## config.mk

```make
export PLATFORM = sky130hd
export DESIGN_NAME = cwb_buffer
export DESIGN_NICKNAME = d
export VERILOG_FILES = /design/src/hw/cwb_pkg.sv /design/src/hw/cwb_buffer.sv
export VERILOG_INCLUDE_DIRS = /design/src /design/src/hw
export SDC_FILE = /design/constraint.sdc
export NUM_CORES = 1
export LEC_CHECK = 0
export BUFFER_PORTS_ARGS = -buffer_cell sky130_fd_sc_hd__buf_2
export CAP_MARGIN = 20
export CORE_MARGIN = 8
export CORE_UTILIZATION = 24
export DETAILED_ROUTE_END_ITERATION = 6
export SLEW_MARGIN = 30
export SYNTH_ARGS = -nofsm -noshare
export SYNTH_HDL_FRONTEND = slang
export SYNTH_SLANG_ARGS = --single-unit
```

## constraint.sdc

```tcl
create_clock -name clk_sys_i -period 4.8 [get_ports clk_sys_i]
set_input_delay 0.48 -clock clk_sys_i [delete_from_list [all_inputs] [get_ports clk_sys_i]]
set_output_delay 0.48 -clock clk_sys_i [all_outputs]
set_load 0.01 [all_outputs]
```

## src/hw/cwb_consts.svh

```systemverilog
// Contract
// - output register follows slot zero unless hold or inbound tag; service-out empties slot zero
// - bytes advance one or two slots
// - shift every clock, several bytes move
// - followers copy full bits; they steer shifting
// - two-slot advance into two empty followers
// - one-slot advance between two set followers
// - source full bit clears when byte moves
// - read service byte sets input full
// - write load sets high full bits by flags
// - partial first read word forces low full bits
// - full-count parity check sets check latch
// - byte counter: four bits plus odd parity
// - increment latches hold count plus one
// - store clears low slots, recount remaining full
// - forward/backward byte order into storage word
// - write request when high four slots empty
// - read request when low four full
// - request needs count ready, nonzero count
// - status-in forces a read request
// - block shifting into low slots
// - low count latches, high bits force twelve
// - memory flags from count and address
`ifndef CWB_CONSTS_SVH
`define CWB_CONSTS_SVH

// ------------------------------------------------------------
// register map
// ------------------------------------------------------------
`define CWB_OFF_CTRL 30'h0000_0000
`define CWB_OFF_COUNT 30'h0000_0001
`define CWB_OFF_ADDR 30'h0000_0002
`define CWB_OFF_STAT 30'h0000_0003

// ------------------------------------------------------------
// control bits
// ------------------------------------------------------------
`define CWB_CTL_READ 0
`define CWB_CTL_BACK 1
`define CWB_CTL_HOLD 2
`define CWB_CTL_CRDY 3
`define CWB_CTL_ARM 4

// ------------------------------------------------------------
// status fields
// ------------------------------------------------------------
`define CWB_ST_FULL 0
`define CWB_ST_BYTES 8
`define CWB_ST_CHECK 13
`define CWB_ST_REQ 14
`define CWB_ST_BLK 15
`define CWB_ST_FLAG 16
`define CWB_ST_CNT 20
`define CWB_ST_ADR 24

// ------------------------------------------------------------
// slots, counts, bus codes
// ------------------------------------------------------------
`define CWB_IN_SLOT 7
`define CWB_LOW_TOP 3
`define CWB_HIGH_BOT 4
`define CWB_CNT_FORCE 4'hC
`define CWB_CNT_WORD 3'h4
`define CWB_ADR_BACK 2'h3
`define CWB_ADR_FWD 2'h0
`define CWB_HTRANS_NS 1

`endif

```

## src/hw/cwb_pkg.sv

```systemverilog
package cwb_pkg;
  typedef logic [8:0] cwb_byte_t;

  typedef struct packed {
    cwb_byte_t [7:0] data;
    logic [7:0] full;
    logic [7:0] follow;
    cwb_byte_t go;
    logic [4:0] byte_cnt;
    logic [4:0] byte_inc;
    logic check;
    logic [3:0] low_cnt;
    logic [1:0] low_addr;
    logic [3:0] mflag;
    logic [31:0] word;
    logic chain_blk;
    logic rd_mode;
    logic back;
    logic hold;
    logic cnt_rdy;
    logic ahb_act;
    logic ahb_wr;
    logic [29:0] ahb_idx;
    logic [31:0] hrdata;
  } cwb_state_t;
endpackage : cwb_pkg

```

## src/hw/cwb_buffer.sv

```systemverilog
// Chosen here: the address map and the AHB-Lite register port.
`include "cwb_consts.svh"

module cwb_buffer
  import cwb_pkg::*;
(
  input wire logic clk_sys_i,
  input wire logic resetn_i,
  input wire logic hsel_i,
  input wire logic [31:0] haddr_i,
  input wire logic [1:0] htrans_i,
  input wire logic hwrite_i,
  input wire logic [2:0] hsize_i,
  input wire logic [31:0] hwdata_i,
  input wire logic hready_i,
  output logic hreadyout_o,
  output logic hresp_o,
  output logic [31:0] hrdata_o,
  input wire logic [8:0] ch_byte_i,
  input wire logic ch_svc_i,
  output logic ch_ready_o,
  input wire logic ch_svc_out_i,
  input wire logic ch_inbound_tag_i,
  input wire logic ch_status_in_i,
  input wire logic ch_chain_data_i,
  output logic [8:0] ch_out_byte_o,
  input wire logic [31:0] st_fetch_word_i,
  input wire logic [15:0] st_count_i,
  input wire logic st_share_done_i,
  output logic st_share_req_o,
  output logic [31:0] st_store_word_o,
  output logic [3:0] st_mem_flag_o,
  output logic check_o
);

  // ------------------------------------------------------------
  // helpers
  // ------------------------------------------------------------
  function automatic logic [3:0] cwb_fold(input logic [15:0] c);
    // any high bit reads as twelve so the low bits matter only below sixteen
    cwb_fold = (|c[15:4]) ? `CWB_CNT_FORCE : c[3:0];
  endfunction : cwb_fold

  function automatic logic [3:0] cwb_flags(input logic [3:0] cnt, input logic [1:0] a,
                                           input logic bk);
    int c;
    int j;
    cwb_flags = 4'h0;
    c = (cnt > 4'h4) ? 4 : int'(cnt);
    for (j = 0; j < 4; j++) begin
      if (bk) begin
        cwb_flags[j] = (j <= int'(a)) && (j + c > int'(a));
      end else begin
        cwb_flags[j] = (j >= int'(a)) && (j < int'(a) + c);
      end
    end
  endfunction : cwb_flags

  function automatic logic [3:0] cwb_count(input logic [7:0] f);
    int j;
    cwb_count = 4'h0;
    for (j = 0; j < 8; j++) begin
      cwb_count = cwb_count + {3'h0, f[j]};
    end
  endfunction : cwb_count

  function automatic logic [4:0] cwb_par_cnt(input logic [3:0] n);
    cwb_par_cnt = {~^n, n};
  endfunction : cwb_par_cnt

  cwb_state_t s_q;
  cwb_state_t s_d;
  logic req;
  logic rd_grant;
  logic wr_grant;

  // ------------------------------------------------------------
  // share request
  // ------------------------------------------------------------
  always_comb begin
    req = 1'b0;
    if (s_q.cnt_rdy && (s_q.low_cnt != 4'h0)) begin
      if (s_q.rd_mode) begin
        req = (&s_q.full[`CWB_LOW_TOP:0]) | ch_status_in_i;
      end else begin
        req = ~|s_q.full[`CWB_IN_SLOT:`CWB_HIGH_BOT];
      end
    end
  end

  assign rd_grant = st_share_done_i & s_q.rd_mode;
  assign wr_grant = st_share_done_i & ~s_q.rd_mode;

  // ------------------------------------------------------------
  // next state
  // ------------------------------------------------------------
  always_comb begin
    logic [8:0] fx;
    logic [6:0] one;
    logic [5:0] two;
    logic blk;
    logic dpar;
    logic [3:0] force_m;
    logic do_arm;
    int i;
    fx = 9'h000;
    one = 7'h00;
    two = 6'h00;
    blk = 1'b0;
    dpar = 1'b0;
    force_m = 4'h0;
    do_arm = 1'b0;
    i = 0;
    s_d = s_q;

    // ------------------------------------------------------------
    // bus address phase
    // ------------------------------------------------------------
    // read data latched so the data phase answers at once
    s_d.ahb_act = hsel_i & hready_i & htrans_i[`CWB_HTRANS_NS];
    s_d.ahb_wr = hwrite_i;
    s_d.ahb_idx = haddr_i[31:2];
    s_d.hrdata = 32'h0000_0000;
    if (s_d.ahb_act && !hwrite_i) begin
      unique case (haddr_i[31:2])
        `CWB_OFF_CTRL: begin
          s_d.hrdata[`CWB_CTL_READ] = s_q.rd_mode;
          s_d.hrdata[`CWB_CTL_BACK] = s_q.back;
          s_d.hrdata[`CWB_CTL_HOLD] = s_q.hold;
          s_d.hrdata[`CWB_CTL_CRDY] = s_q.cnt_rdy;
        end
        `CWB_OFF_COUNT: s_d.hrdata[3:0] = s_q.low_cnt;
        `CWB_OFF_ADDR: s_d.hrdata[1:0] = s_q.low_addr;
        `CWB_OFF_STAT: begin
          s_d.hrdata[`CWB_ST_FULL +: 8] = s_q.full;
          s_d.hrdata[`CWB_ST_BYTES +: 5] = s_q.byte_cnt;
          s_d.hrdata[`CWB_ST_CHECK] = s_q.check;
          s_d.hrdata[`CWB_ST_REQ] = req;
          s_d.hrdata[`CWB_ST_BLK] = s_q.chain_blk;
          s_d.hrdata[`CWB_ST_FLAG +: 4] = s_q.mflag;
          s_d.hrdata[`CWB_ST_CNT +: 4] = s_q.low_cnt;
          s_d.hrdata[`CWB_ST_ADR +: 2] = s_q.low_addr;
        end
        default: s_d.hrdata = 32'h0000_0000;
      endcase
    end

    // ------------------------------------------------------------
    // bus data phase
    // ------------------------------------------------------------
    // unmapped writes are dropped
    if (s_q.ahb_act && s_q.ahb_wr) begin
      unique case (s_q.ahb_idx)
        `CWB_OFF_CTRL: begin
          s_d.rd_mode = hwdata_i[`CWB_CTL_READ];
          s_d.back = hwdata_i[`CWB_CTL_BACK];
          s_d.hold = hwdata_i[`CWB_CTL_HOLD];
          s_d.cnt_rdy = hwdata_i[`CWB_CTL_CRDY];
          do_arm = hwdata_i[`CWB_CTL_ARM];
        end
        `CWB_OFF_COUNT: s_d.low_cnt = cwb_fold(hwdata_i[15:0]);
        `CWB_OFF_ADDR: begin
          s_d.low_addr = hwdata_i[1:0];
          s_d.chain_blk = 1'b0;
        end
        `CWB_OFF_STAT: begin
          if (hwdata_i[`CWB_ST_CHECK]) begin
            s_d.check = 1'b0;
          end
        end
        default: s_d.chain_blk = s_d.chain_blk;
      endcase
    end
    // ------------------------------------------------------------
    // chain block
    // ------------------------------------------------------------
    // set after the address write so a chain pulse wins
    if (ch_chain_data_i) begin
      s_d.chain_blk = 1'b1;
    end

    // ------------------------------------------------------------
    // shift decisions
    // ------------------------------------------------------------
    // decided from followers, then masked by the low-slot block
    fx = {s_q.follow, 1'b1};
    blk = s_q.chain_blk | rd_grant;
    for (i = 0; i < 7; i++) begin
      one[i] = fx[i + 2] & ~fx[i + 1] & fx[i];
    end
    for (i = 0; i < 6; i++) begin
      two[i] = s_q.follow[i + 2] & ~s_q.follow[i + 1] & ~s_q.follow[i];
    end
    if (blk) begin
      one[`CWB_LOW_TOP] = 1'b0;
      two[`CWB_LOW_TOP] = 1'b0;
      two[`CWB_LOW_TOP - 1] = 1'b0;
    end
    // ------------------------------------------------------------
    // shift moves
    // ------------------------------------------------------------
    // every clock a pass; moves never collide since source set, dest empty
    for (i = 0; i < 7; i++) begin
      if (one[i]) begin
        s_d.data[i] = s_q.data[i + 1];
        s_d.full[i] = 1'b1;
        s_d.full[i + 1] = 1'b0;
      end
    end
    for (i = 0; i < 6; i++) begin
      if (two[i]) begin
        s_d.data[i] = s_q.data[i + 2];
        s_d.full[i] = 1'b1;
        s_d.full[i + 2] = 1'b0;
      end
    end

    // ------------------------------------------------------------
    // slot zero out
    // ------------------------------------------------------------
    // slot zero handed to the channel
    if (ch_svc_out_i && s_q.full[0]) begin
      s_d.full[0] = 1'b0;
      dpar = ~dpar;
    end

    // ------------------------------------------------------------
    // input register
    // ------------------------------------------------------------
    // read byte arrives in the input register
    if (s_q.rd_mode && ch_svc_i && !s_q.full[`CWB_IN_SLOT]) begin
      s_d.data[`CWB_IN_SLOT] = ch_byte_i;
      s_d.full[`CWB_IN_SLOT] = 1'b1;
      s_d.byte_cnt = s_q.byte_inc;
      dpar = ~dpar;
    end

    // ------------------------------------------------------------
    // store done
    // ------------------------------------------------------------
    // clear low slots; recount includes a byte entering this cycle
    if (rd_grant) begin
      s_d.full[`CWB_LOW_TOP:0] = 4'h0;
      dpar = dpar ^ (^s_q.full[`CWB_LOW_TOP:0]);
      s_d.byte_cnt = cwb_par_cnt(cwb_count(s_d.full));
    end

    // ------------------------------------------------------------
    // fetch load
    // ------------------------------------------------------------
    // fetched word enters the high slots, byte 0 nearest the output
    if (wr_grant) begin
      for (i = 0; i < 4; i++) begin
        if (s_q.mflag[i]) begin
          s_d.data[`CWB_HIGH_BOT + i] = {~^st_fetch_word_i[8 * i +: 8],
                                         st_fetch_word_i[8 * i +: 8]};
          s_d.full[`CWB_HIGH_BOT + i] = 1'b1;
        end
      end
      dpar = dpar ^ (^s_q.mflag);
    end

    // ------------------------------------------------------------
    // count and address update
    // ------------------------------------------------------------
    // after a grant the address sits on the word boundary
    if (st_share_done_i) begin
      s_d.low_cnt = cwb_fold(st_count_i);
      s_d.low_addr = s_q.back ? `CWB_ADR_BACK : `CWB_ADR_FWD;
    end

    // ------------------------------------------------------------
    // arm
    // ------------------------------------------------------------
    // pad unused leading bytes of a partial first read word
    if (do_arm && hwdata_i[`CWB_CTL_READ]) begin
      for (i = 0; i < 4; i++) begin
        if (hwdata_i[`CWB_CTL_BACK]) begin
          force_m[i] = (i < 3 - int'(s_d.low_addr));
        end else begin
          force_m[i] = (i < int'(s_d.low_addr));
        end
      end
      s_d.full[`CWB_LOW_TOP:0] = s_d.full[`CWB_LOW_TOP:0] | force_m;
      dpar = dpar ^ (^(force_m & ~s_q.full[`CWB_LOW_TOP:0]));
      s_d.byte_cnt = cwb_par_cnt(cwb_count(s_d.full));
    end

    // ------------------------------------------------------------
    // full-count check
    // ------------------------------------------------------------
    // parity of the full count changes only by bytes in and out
    if ((^s_d.full) != ((^s_q.full) ^ dpar)) begin
      s_d.check = 1'b1;
    end

    // ------------------------------------------------------------
    // followers, increment, flags
    // ------------------------------------------------------------
    // followers registered with full bits, so they match full every clock
    s_d.follow = s_d.full;
    s_d.byte_inc = cwb_par_cnt(s_d.byte_cnt[3:0] + 4'h1);
    s_d.mflag = cwb_flags(s_d.low_cnt, s_d.low_addr, s_d.rd_mode & s_d.back);

    // ------------------------------------------------------------
    // output register
    // ------------------------------------------------------------
    // tracks slot zero unless held or under the inbound tag
    if (!ch_inbound_tag_i && !s_q.hold) begin
      s_d.go = s_q.data[0];
    end

    // ------------------------------------------------------------
    // assembler
    // ------------------------------------------------------------
    // backward reads reverse the slot order
    for (i = 0; i < 4; i++) begin
      if (s_q.back) begin
        s_d.word[8 * i +: 8] = s_q.data[3 - i][7:0];
      end else begin
        s_d.word[8 * i +: 8] = s_q.data[i][7:0];
      end
    end
  end

  // ------------------------------------------------------------
  // state register
  // ------------------------------------------------------------
  always_ff @(posedge clk_sys_i) begin
    if (!resetn_i) begin
      s_q <= '0;
    end else begin
      s_q <= s_d;
    end
  end

  // ------------------------------------------------------------
  // outputs
  // ------------------------------------------------------------
  assign hreadyout_o = 1'b1;
  assign hresp_o = 1'b0;
  assign hrdata_o = s_q.hrdata;
  assign ch_ready_o = s_q.rd_mode & ~s_q.full[`CWB_IN_SLOT];
  assign ch_out_byte_o = s_q.go;
  assign st_share_req_o = req;
  assign st_store_word_o = s_q.word;
  assign st_mem_flag_o = s_q.mflag;
  assign check_o = s_q.check;

endmodule : cwb_buffer

```

==> results of run 1 <==
==> worst paths after layout <==
path,startpoint,to,cells after the start
max reg2reg,s_q[133],s_q[116],20
min,ch_chain_data_i,s_q[68],3
max,s_q[133],s_q[116],20
min reg2reg,ch_out_byte_o[4],ch_out_byte_o[4],2
==> stage by stage <==
stage                     setup WS (ns)  utilization (%)
after floorplan                 0.05660                -
after detailed placement         0.1257            26.62
after CTS                       0.09990            28.70
after global routing          -0.005525            28.82
after global placement           0.1818            26.62
final                            0.2787            28.82
==> registers in the layout, indices dropped and copies added, names as in the netlist <==
signal,count
ch_out_byte_o,9
check_o,1
hrdata_o,26
s_q,133
st_mem_flag_o,4
st_store_word_o,32
==> layout make-up <==
| cell class | count | area, µm² |
|---|---|---|
| fillers | 4556 | 30520 |
| well taps | 585 | 732.0 |
| repair buffers | 216 | 1151 |
| diodes | 4 | 10.01 |
| multi-input cells | 779 | 5321 |
| clock inverters | 12 | 192.7 |
| clock buffers | 31 | 698.2 |
| inverters | 39 | 151.4 |
| flip-flops and latches | 205 | 4105 |
==> layout by cell type (no fill, tap or decap), types with 5 or more instances in the layout <==
cell type  synthesis  final
conb_1             2      8
clkbuf_8           0      5
nand2_1           61     60
buf_2              6    188
and2_1            64     64
nor2b_1            5      5
a311oi_1          30     30
nor2_1           167    167
o21ai_0           20     20
a21oi_1           59     59
nor4_1            17     16
fa_1               6      6
bufinv_16          0      5
dfxtp_1          205    204
a31oi_1            5      5
nor3_1             7      6
nand3_1           36     36
xor2_1             8      8
clkbuf_16          0     25
buf_4             81     28
inv_1             37     37
ha_1              27     26
xnor2_1           41     41
a211oi_1          50     49
mux2i_1           98     97
==> worst max-delay path, cell delays in order (launching register included) <==
cell and delay (ns):
dfxtp_1 0.33, inv_1 0.06, ha_1 0.20, nand2b_1 0.11
a31oi_1 0.10, nor3_2 0.20, o21ai_2 0.10, fa_1 0.54
inv_1 0.05, fa_1 0.53, inv_1 0.06, fa_1 0.52
inv_1 0.04, ha_1 0.18, inv_1 0.07, fa_1 0.45
mux2i_2 0.22, ha_2 0.24, xor2_1 0.18, xnor2_1 0.14
nor2_1 0.06
==> repair_timing <==
action	CTS	global route
gates resized for setup	0	6
endpoints found under the setup margin	0	4
setup buffers	0	1
==> per-layer routing <==
metal	up-vias	part of all wire, %	GRT usage (%)
met5	-	0.20	0
met4	10	2.9	3.675
met1	3814	46	14.68
met3	54	5.0	2.328
met2	212	46	18.92
li1	4134	-	-
==> kinds of logic after synthesis <==
kind of cell,Yosys count,synth area share (%)
AO/OA/AOI/OAI,190,12.26
XOR/XNOR,53,5.014
adder cells (fa/ha/maj),33,4.411
buffers and inverters,186,9.799
flip-flops,205,39.53
multiplexers,102,10.10
other,2,0.07234
AND/OR/NAND/NOR,393,18.81
==> where the power goes <==
part	total, W	switching [W]	leakage [nW]	internal, W
combinational	0.000685	0.000357	3.14	0.000328
clock	0.00202	0.000733	0.432	0.00129
sequential	0.00187	0.0000842	1.67	0.00179
total	0.00458	0.00118	5.24	0.00340
==> impl_metrics.env, run 1 <==
export IMPL_dr_pass1_iters=5
export IMPL_placed_cells=1823
export IMPL_setup_viol=0
export IMPL_grt_pass1_vias=8318
export IMPL_min_period_ns=4.521
export IMPL_async_reset_ff_share_pct=0
export IMPL_synth_flop_cell="dfxtp_1"
export IMPL_port_buffers=188
export IMPL_area_growth_pct=19.08
export IMPL_powerDensity_mw_per_mm2=370.4
export IMPL_min_period_over_period_pct=94.19
export IMPL_grt_ovfl_total=0
export IMPL_vias=8224
export IMPL_grt_pass1_wl_um=46180
export IMPL_cts_root_buf="clkbuf_16"
export IMPL_p_total_w=0.004579
export IMPL_hold_path_class="primary input to register"
export IMPL_start_util_pct=24.21
export IMPL_worst_pin_slew_ns=0.7845
export IMPL_drv_slew=0
export IMPL_drc_errors=0
export IMPL_start_kind="register"
export IMPL_power_leakage_nw=5.240
export IMPL_clk_latency_ns=0.51
export IMPL_yosys_top_cells_area="dfxtp_1 (40%), mux2i_1 (9.4%), nor2_1 (6.0%)"
export IMPL_finalNetCount=1435
export IMPL_die_w_um=224.0
export IMPL_coreArea_mm2=0.04289
export IMPL_grt_antenna_before_repair=9
export IMPL_floorplan_die_area_mm2=0.05017
export IMPL_netlist_area_mm2=0.01038
export IMPL_synth_most_common_cell="dfxtp_1"
export IMPL_routed_wl_um=29710
export IMPL_dpl_hpwl_um=22990
export IMPL_grt_max_degree=102
export IMPL_fmax_mhz=221.2
export IMPL_io_pins=219
export IMPL_cp_end_kind="register"
export IMPL_ys_warn_count=0
export IMPL_arrival_ns=4.89
export IMPL_r2r_slack_ns=0.28
export IMPL_final_setup_skew_ns=0.007901
export IMPL_cts_buffers=24
export IMPL_final_area_mm2=0.01236
export IMPL_slew_headroom_pct=47.21
export IMPL_synth_largest_area_cell="dfxtp_1"
export IMPL_postRouteAntennaNets=0
export IMPL_max_cap_violations=0
export IMPL_crit_path_max_fanout=3
export IMPL_core_rowCount=76
export IMPL_hold_viol=0
export IMPL_cts_sinks=205
export IMPL_cts_path_max_buffers=3
export IMPL_synth_avg_cell_area_um2=8.919
export IMPL_clk_pin_slew_ns=0.06
export IMPL_setup_tns_ns=0
export IMPL_grt_usage_pct=11.41
export IMPL_routed_via_density=4.396
export IMPL_ys_ff_latch=205
export IMPL_layout_drive_gt1_share_pct=22.70
export IMPL_tritoncts="yes"
export IMPL_required_ns=5.17
export IMPL_synth_common_cells="dfxtp_1 (205), nor2_1 (167), mux2i_1 (98)"
export IMPL_fin_hold_ws_ns=0.1819
export IMPL_synth_edf_count=0
export IMPL_synth_cell_types=65
export IMPL_postPlaceCellArea_mm2=0.01142
export IMPL_status="complete, no violations"
export IMPL_fin_cells=1871
export IMPL_drtIter0Drc=482
export IMPL_peakVddDrop_v=0.0002175
export IMPL_cts_max_level=1
export IMPL_wl_per_cell_um=15.88
export IMPL_syn_inst=1164
export IMPL_seq_area_frac_synth_pct=39.53
export IMPL_gp_congestion=0.8241
export IMPL_die_height_um=224.0
export IMPL_critPathKind="register to register"
export IMPL_cts_hold_buf=0
export IMPL_yosys_area_top_type_share_pct=39.53
(Power assumes the default switching activity.)
==> inputs of run 2 (changes only) <==
- CELL_PAD_IN_SITES_DETAIL_PLACEMENT: not set -> 0
- CELL_PAD_IN_SITES_GLOBAL_PLACEMENT: not set -> 1
- PLACE_DENSITY_LB_ADDON: not set -> 0.1
==> impl_metrics.env, run 2 (synthesis results as in run 1) <==
export IMPL_crit_family="adder cells"
export IMPL_die_w_um=224.0
export IMPL_vias=8238
export IMPL_area_growth_pct=19.20
export IMPL_grt_pass1_vias=8660
export IMPL_placed_cells=1830
export IMPL_largest_reg_flops=133
export IMPL_worst_pin_slew_ns=0.8787
export IMPL_wl_per_cell_um=18.25
export IMPL_cts_hold_buf=0
export IMPL_cts_max_level=1
export IMPL_min_period_over_period_pct=95.26
export IMPL_routed_via_density=4.380
export IMPL_hold_viol=0
export IMPL_holdPathEnd="s_q[53]"
export IMPL_rr_startpoint="s_q[48]"
export IMPL_tritoncts="yes"
export IMPL_required_ns=5.18
export IMPL_slowest_stage="fa_1"
export IMPL_status="complete, no violations"
export IMPL_routed_wl_um=34340
export IMPL_cp_end_kind="register"
export IMPL_cts_buffers=26
export IMPL_hold_path_class="primary input to register"
export IMPL_final_setup_skew_ns=0.02020
export IMPL_nFillCells=4652
export IMPL_p_total_w=0.004536
export IMPL_cts_root_buf="clkbuf_16"
export IMPL_drv_slew=0
export IMPL_top_register="s_q"
export IMPL_max_cap_violations=0
export IMPL_crit_chain="nor4_2, and4_1, and3_1, a21oi_1, a211oi_2, nand2_1, fa_1, inv_1, fa_1, inv_1, ha_1, inv_1, fa_2, mux2i_4, ha_2, xor2_1, xnor2_1, nor2_1"
export IMPL_gp_congestion=0.7345
export IMPL_start_util_pct=24.21
export IMPL_multi_input_area_mm2=0.005314
export IMPL_grt_antenna_before_repair=3
export IMPL_min_period_ns=4.573
export IMPL_drc_errors=0
export IMPL_arrival_ns=4.96
export IMPL_dpl_hpwl_um=25830
export IMPL_die_height_um=224.0
export IMPL_core_rowCount=76
export IMPL_clk_pin_slew_ns=0.06
export IMPL_path_buf_inv=3
export IMPL_hold_depth=2
export IMPL_critPathKind="register to register"
export IMPL_power_leakage_nw=5.271
export IMPL_r2r_slack_ns=0.23
export IMPL_powerDensity_mw_per_mm2=366.6
export IMPL_start_kind="register"
export IMPL_cpPeakStageDelay_ns=0.53
export IMPL_final_cell_mix="dfxtp_1 (201), buf_2 (188), nor2_1 (167), mux2i_1 (97), and2_1 (64)"
export IMPL_finalNetCount=1446
export IMPL_crit_path_max_fanout=3
export IMPL_cts_sinks=205
export IMPL_clk_latency_ns=0.55
export IMPL_r2r_end="s_q[116]"
export IMPL_final_area_mm2=0.01237
export IMPL_layout_drive_gt1_share_pct=23.24
export IMPL_setup_viol=0
export IMPL_regArea_mm2=0.004109
export IMPL_grt_pass1_wl_um=52980
export IMPL_fin_hold_ws_ns=0.1481
export IMPL_drtIter0Drc=342
export IMPL_postRouteAntennaNets=0
export IMPL_fmax_mhz=218.7
export IMPL_peakVddDrop_v=0.0002013
export IMPL_coreArea_mm2=0.04289
export IMPL_cts_path_max_buffers=3
export IMPL_worstHoldStart="haddr_i[23]"
export IMPL_slew_headroom_pct=41.42
export IMPL_dr_pass1_iters=4
export IMPL_utilization_pct=28.85
export IMPL_grt_usage_pct=13.38
export IMPL_crit_path_frequent_cell="inv_1"
export IMPL_r2r_cells=18
export IMPL_grt_max_degree=143
export IMPL_port_buffers=188
export IMPL_final_common_cell="dfxtp_1"
export IMPL_io_pins=219
export IMPL_postPlaceCellArea_mm2=0.01147
export IMPL_floorplan_die_area_mm2=0.05017
export IMPL_fin_cells=1881
export IMPL_grt_ovfl_total=0
-- run 2: changes by cell type in the layout (fill, tap and decap cells not counted), moves of 2 or more --
cell / previous run / this run
clkinvlp_4: 3 / 1
dfxtp_1: 204 / 201
buf_4: 28 / 37
bufinv_16: 5 / 1
clkbuf_1: 1 / 5
clkinv_2: 4 / 6
dfxtp_2: 1 / 4
diode_2: 4 / 1
-- run 2: how the worst max path moves through the flow --
| stage | startpoint | end | cells past startpoint |
|---|---|---|---|
| 2_1_floorplan | s_q[133] | s_q[116] | 22 |
| 3_3_place_gp | s_q[48] | s_q[116] | 18 |
| 3_5_place_dp | s_q[48] | s_q[116] | 18 |
| 4_1_cts | s_q[48] | s_q[116] | 18 |
| 5_1_grt | s_q[133] | s_q[116] | 20 |
| 6_report | s_q[48] | s_q[116] | 18 |
-- run 2: power by group --
part / switching (W) / internal [W]
registers: 0.0000883 / 0.00179
clock network: 0.000793 / 0.00114
logic: 0.000387 / 0.000339
total: 0.00127 / 0.00327
-- run 2: stage by stage --
| stage | setup slack [ns] | TNS [ns] |
|---|---|---|
| global placement | 0.05225 | 0 |
| global route | -0.04699 | -0.08255 |
| CTS | 0.07463 | 0 |
| finish | 0.2274 | 0 |
| floorplan | 0.05660 | 0 |
| detailed placement | 0.02005 | 0 |
-- run 2: final cells by class --
cell class              count  share of cell area (%)
diodes                      1                 0.02022
clock buffers              37                   6.077
clock inverters            10                  0.7482
inverters                  39                   1.244
multi-input cells         779                   42.94
flip-flops and latches    205                   33.21
well taps                 585                   5.915
repair buffers            225                   9.848
-- run 2: routing by layer --
metal	global-route usage [%]	part of all wire [%]	up-vias
met5	0	0.079	-
met3	2.603	4.3	31
met1	17.40	46	3914
met4	2.655	1.2	4
met2	22.83	48	132
li1	-	-	4157
-- run 2: repair_timing --
action                     CTS  global route
setup endpoints to repair    1             4
pin swaps                    0             4
resized for setup            1             8
buffers inserted             0             3
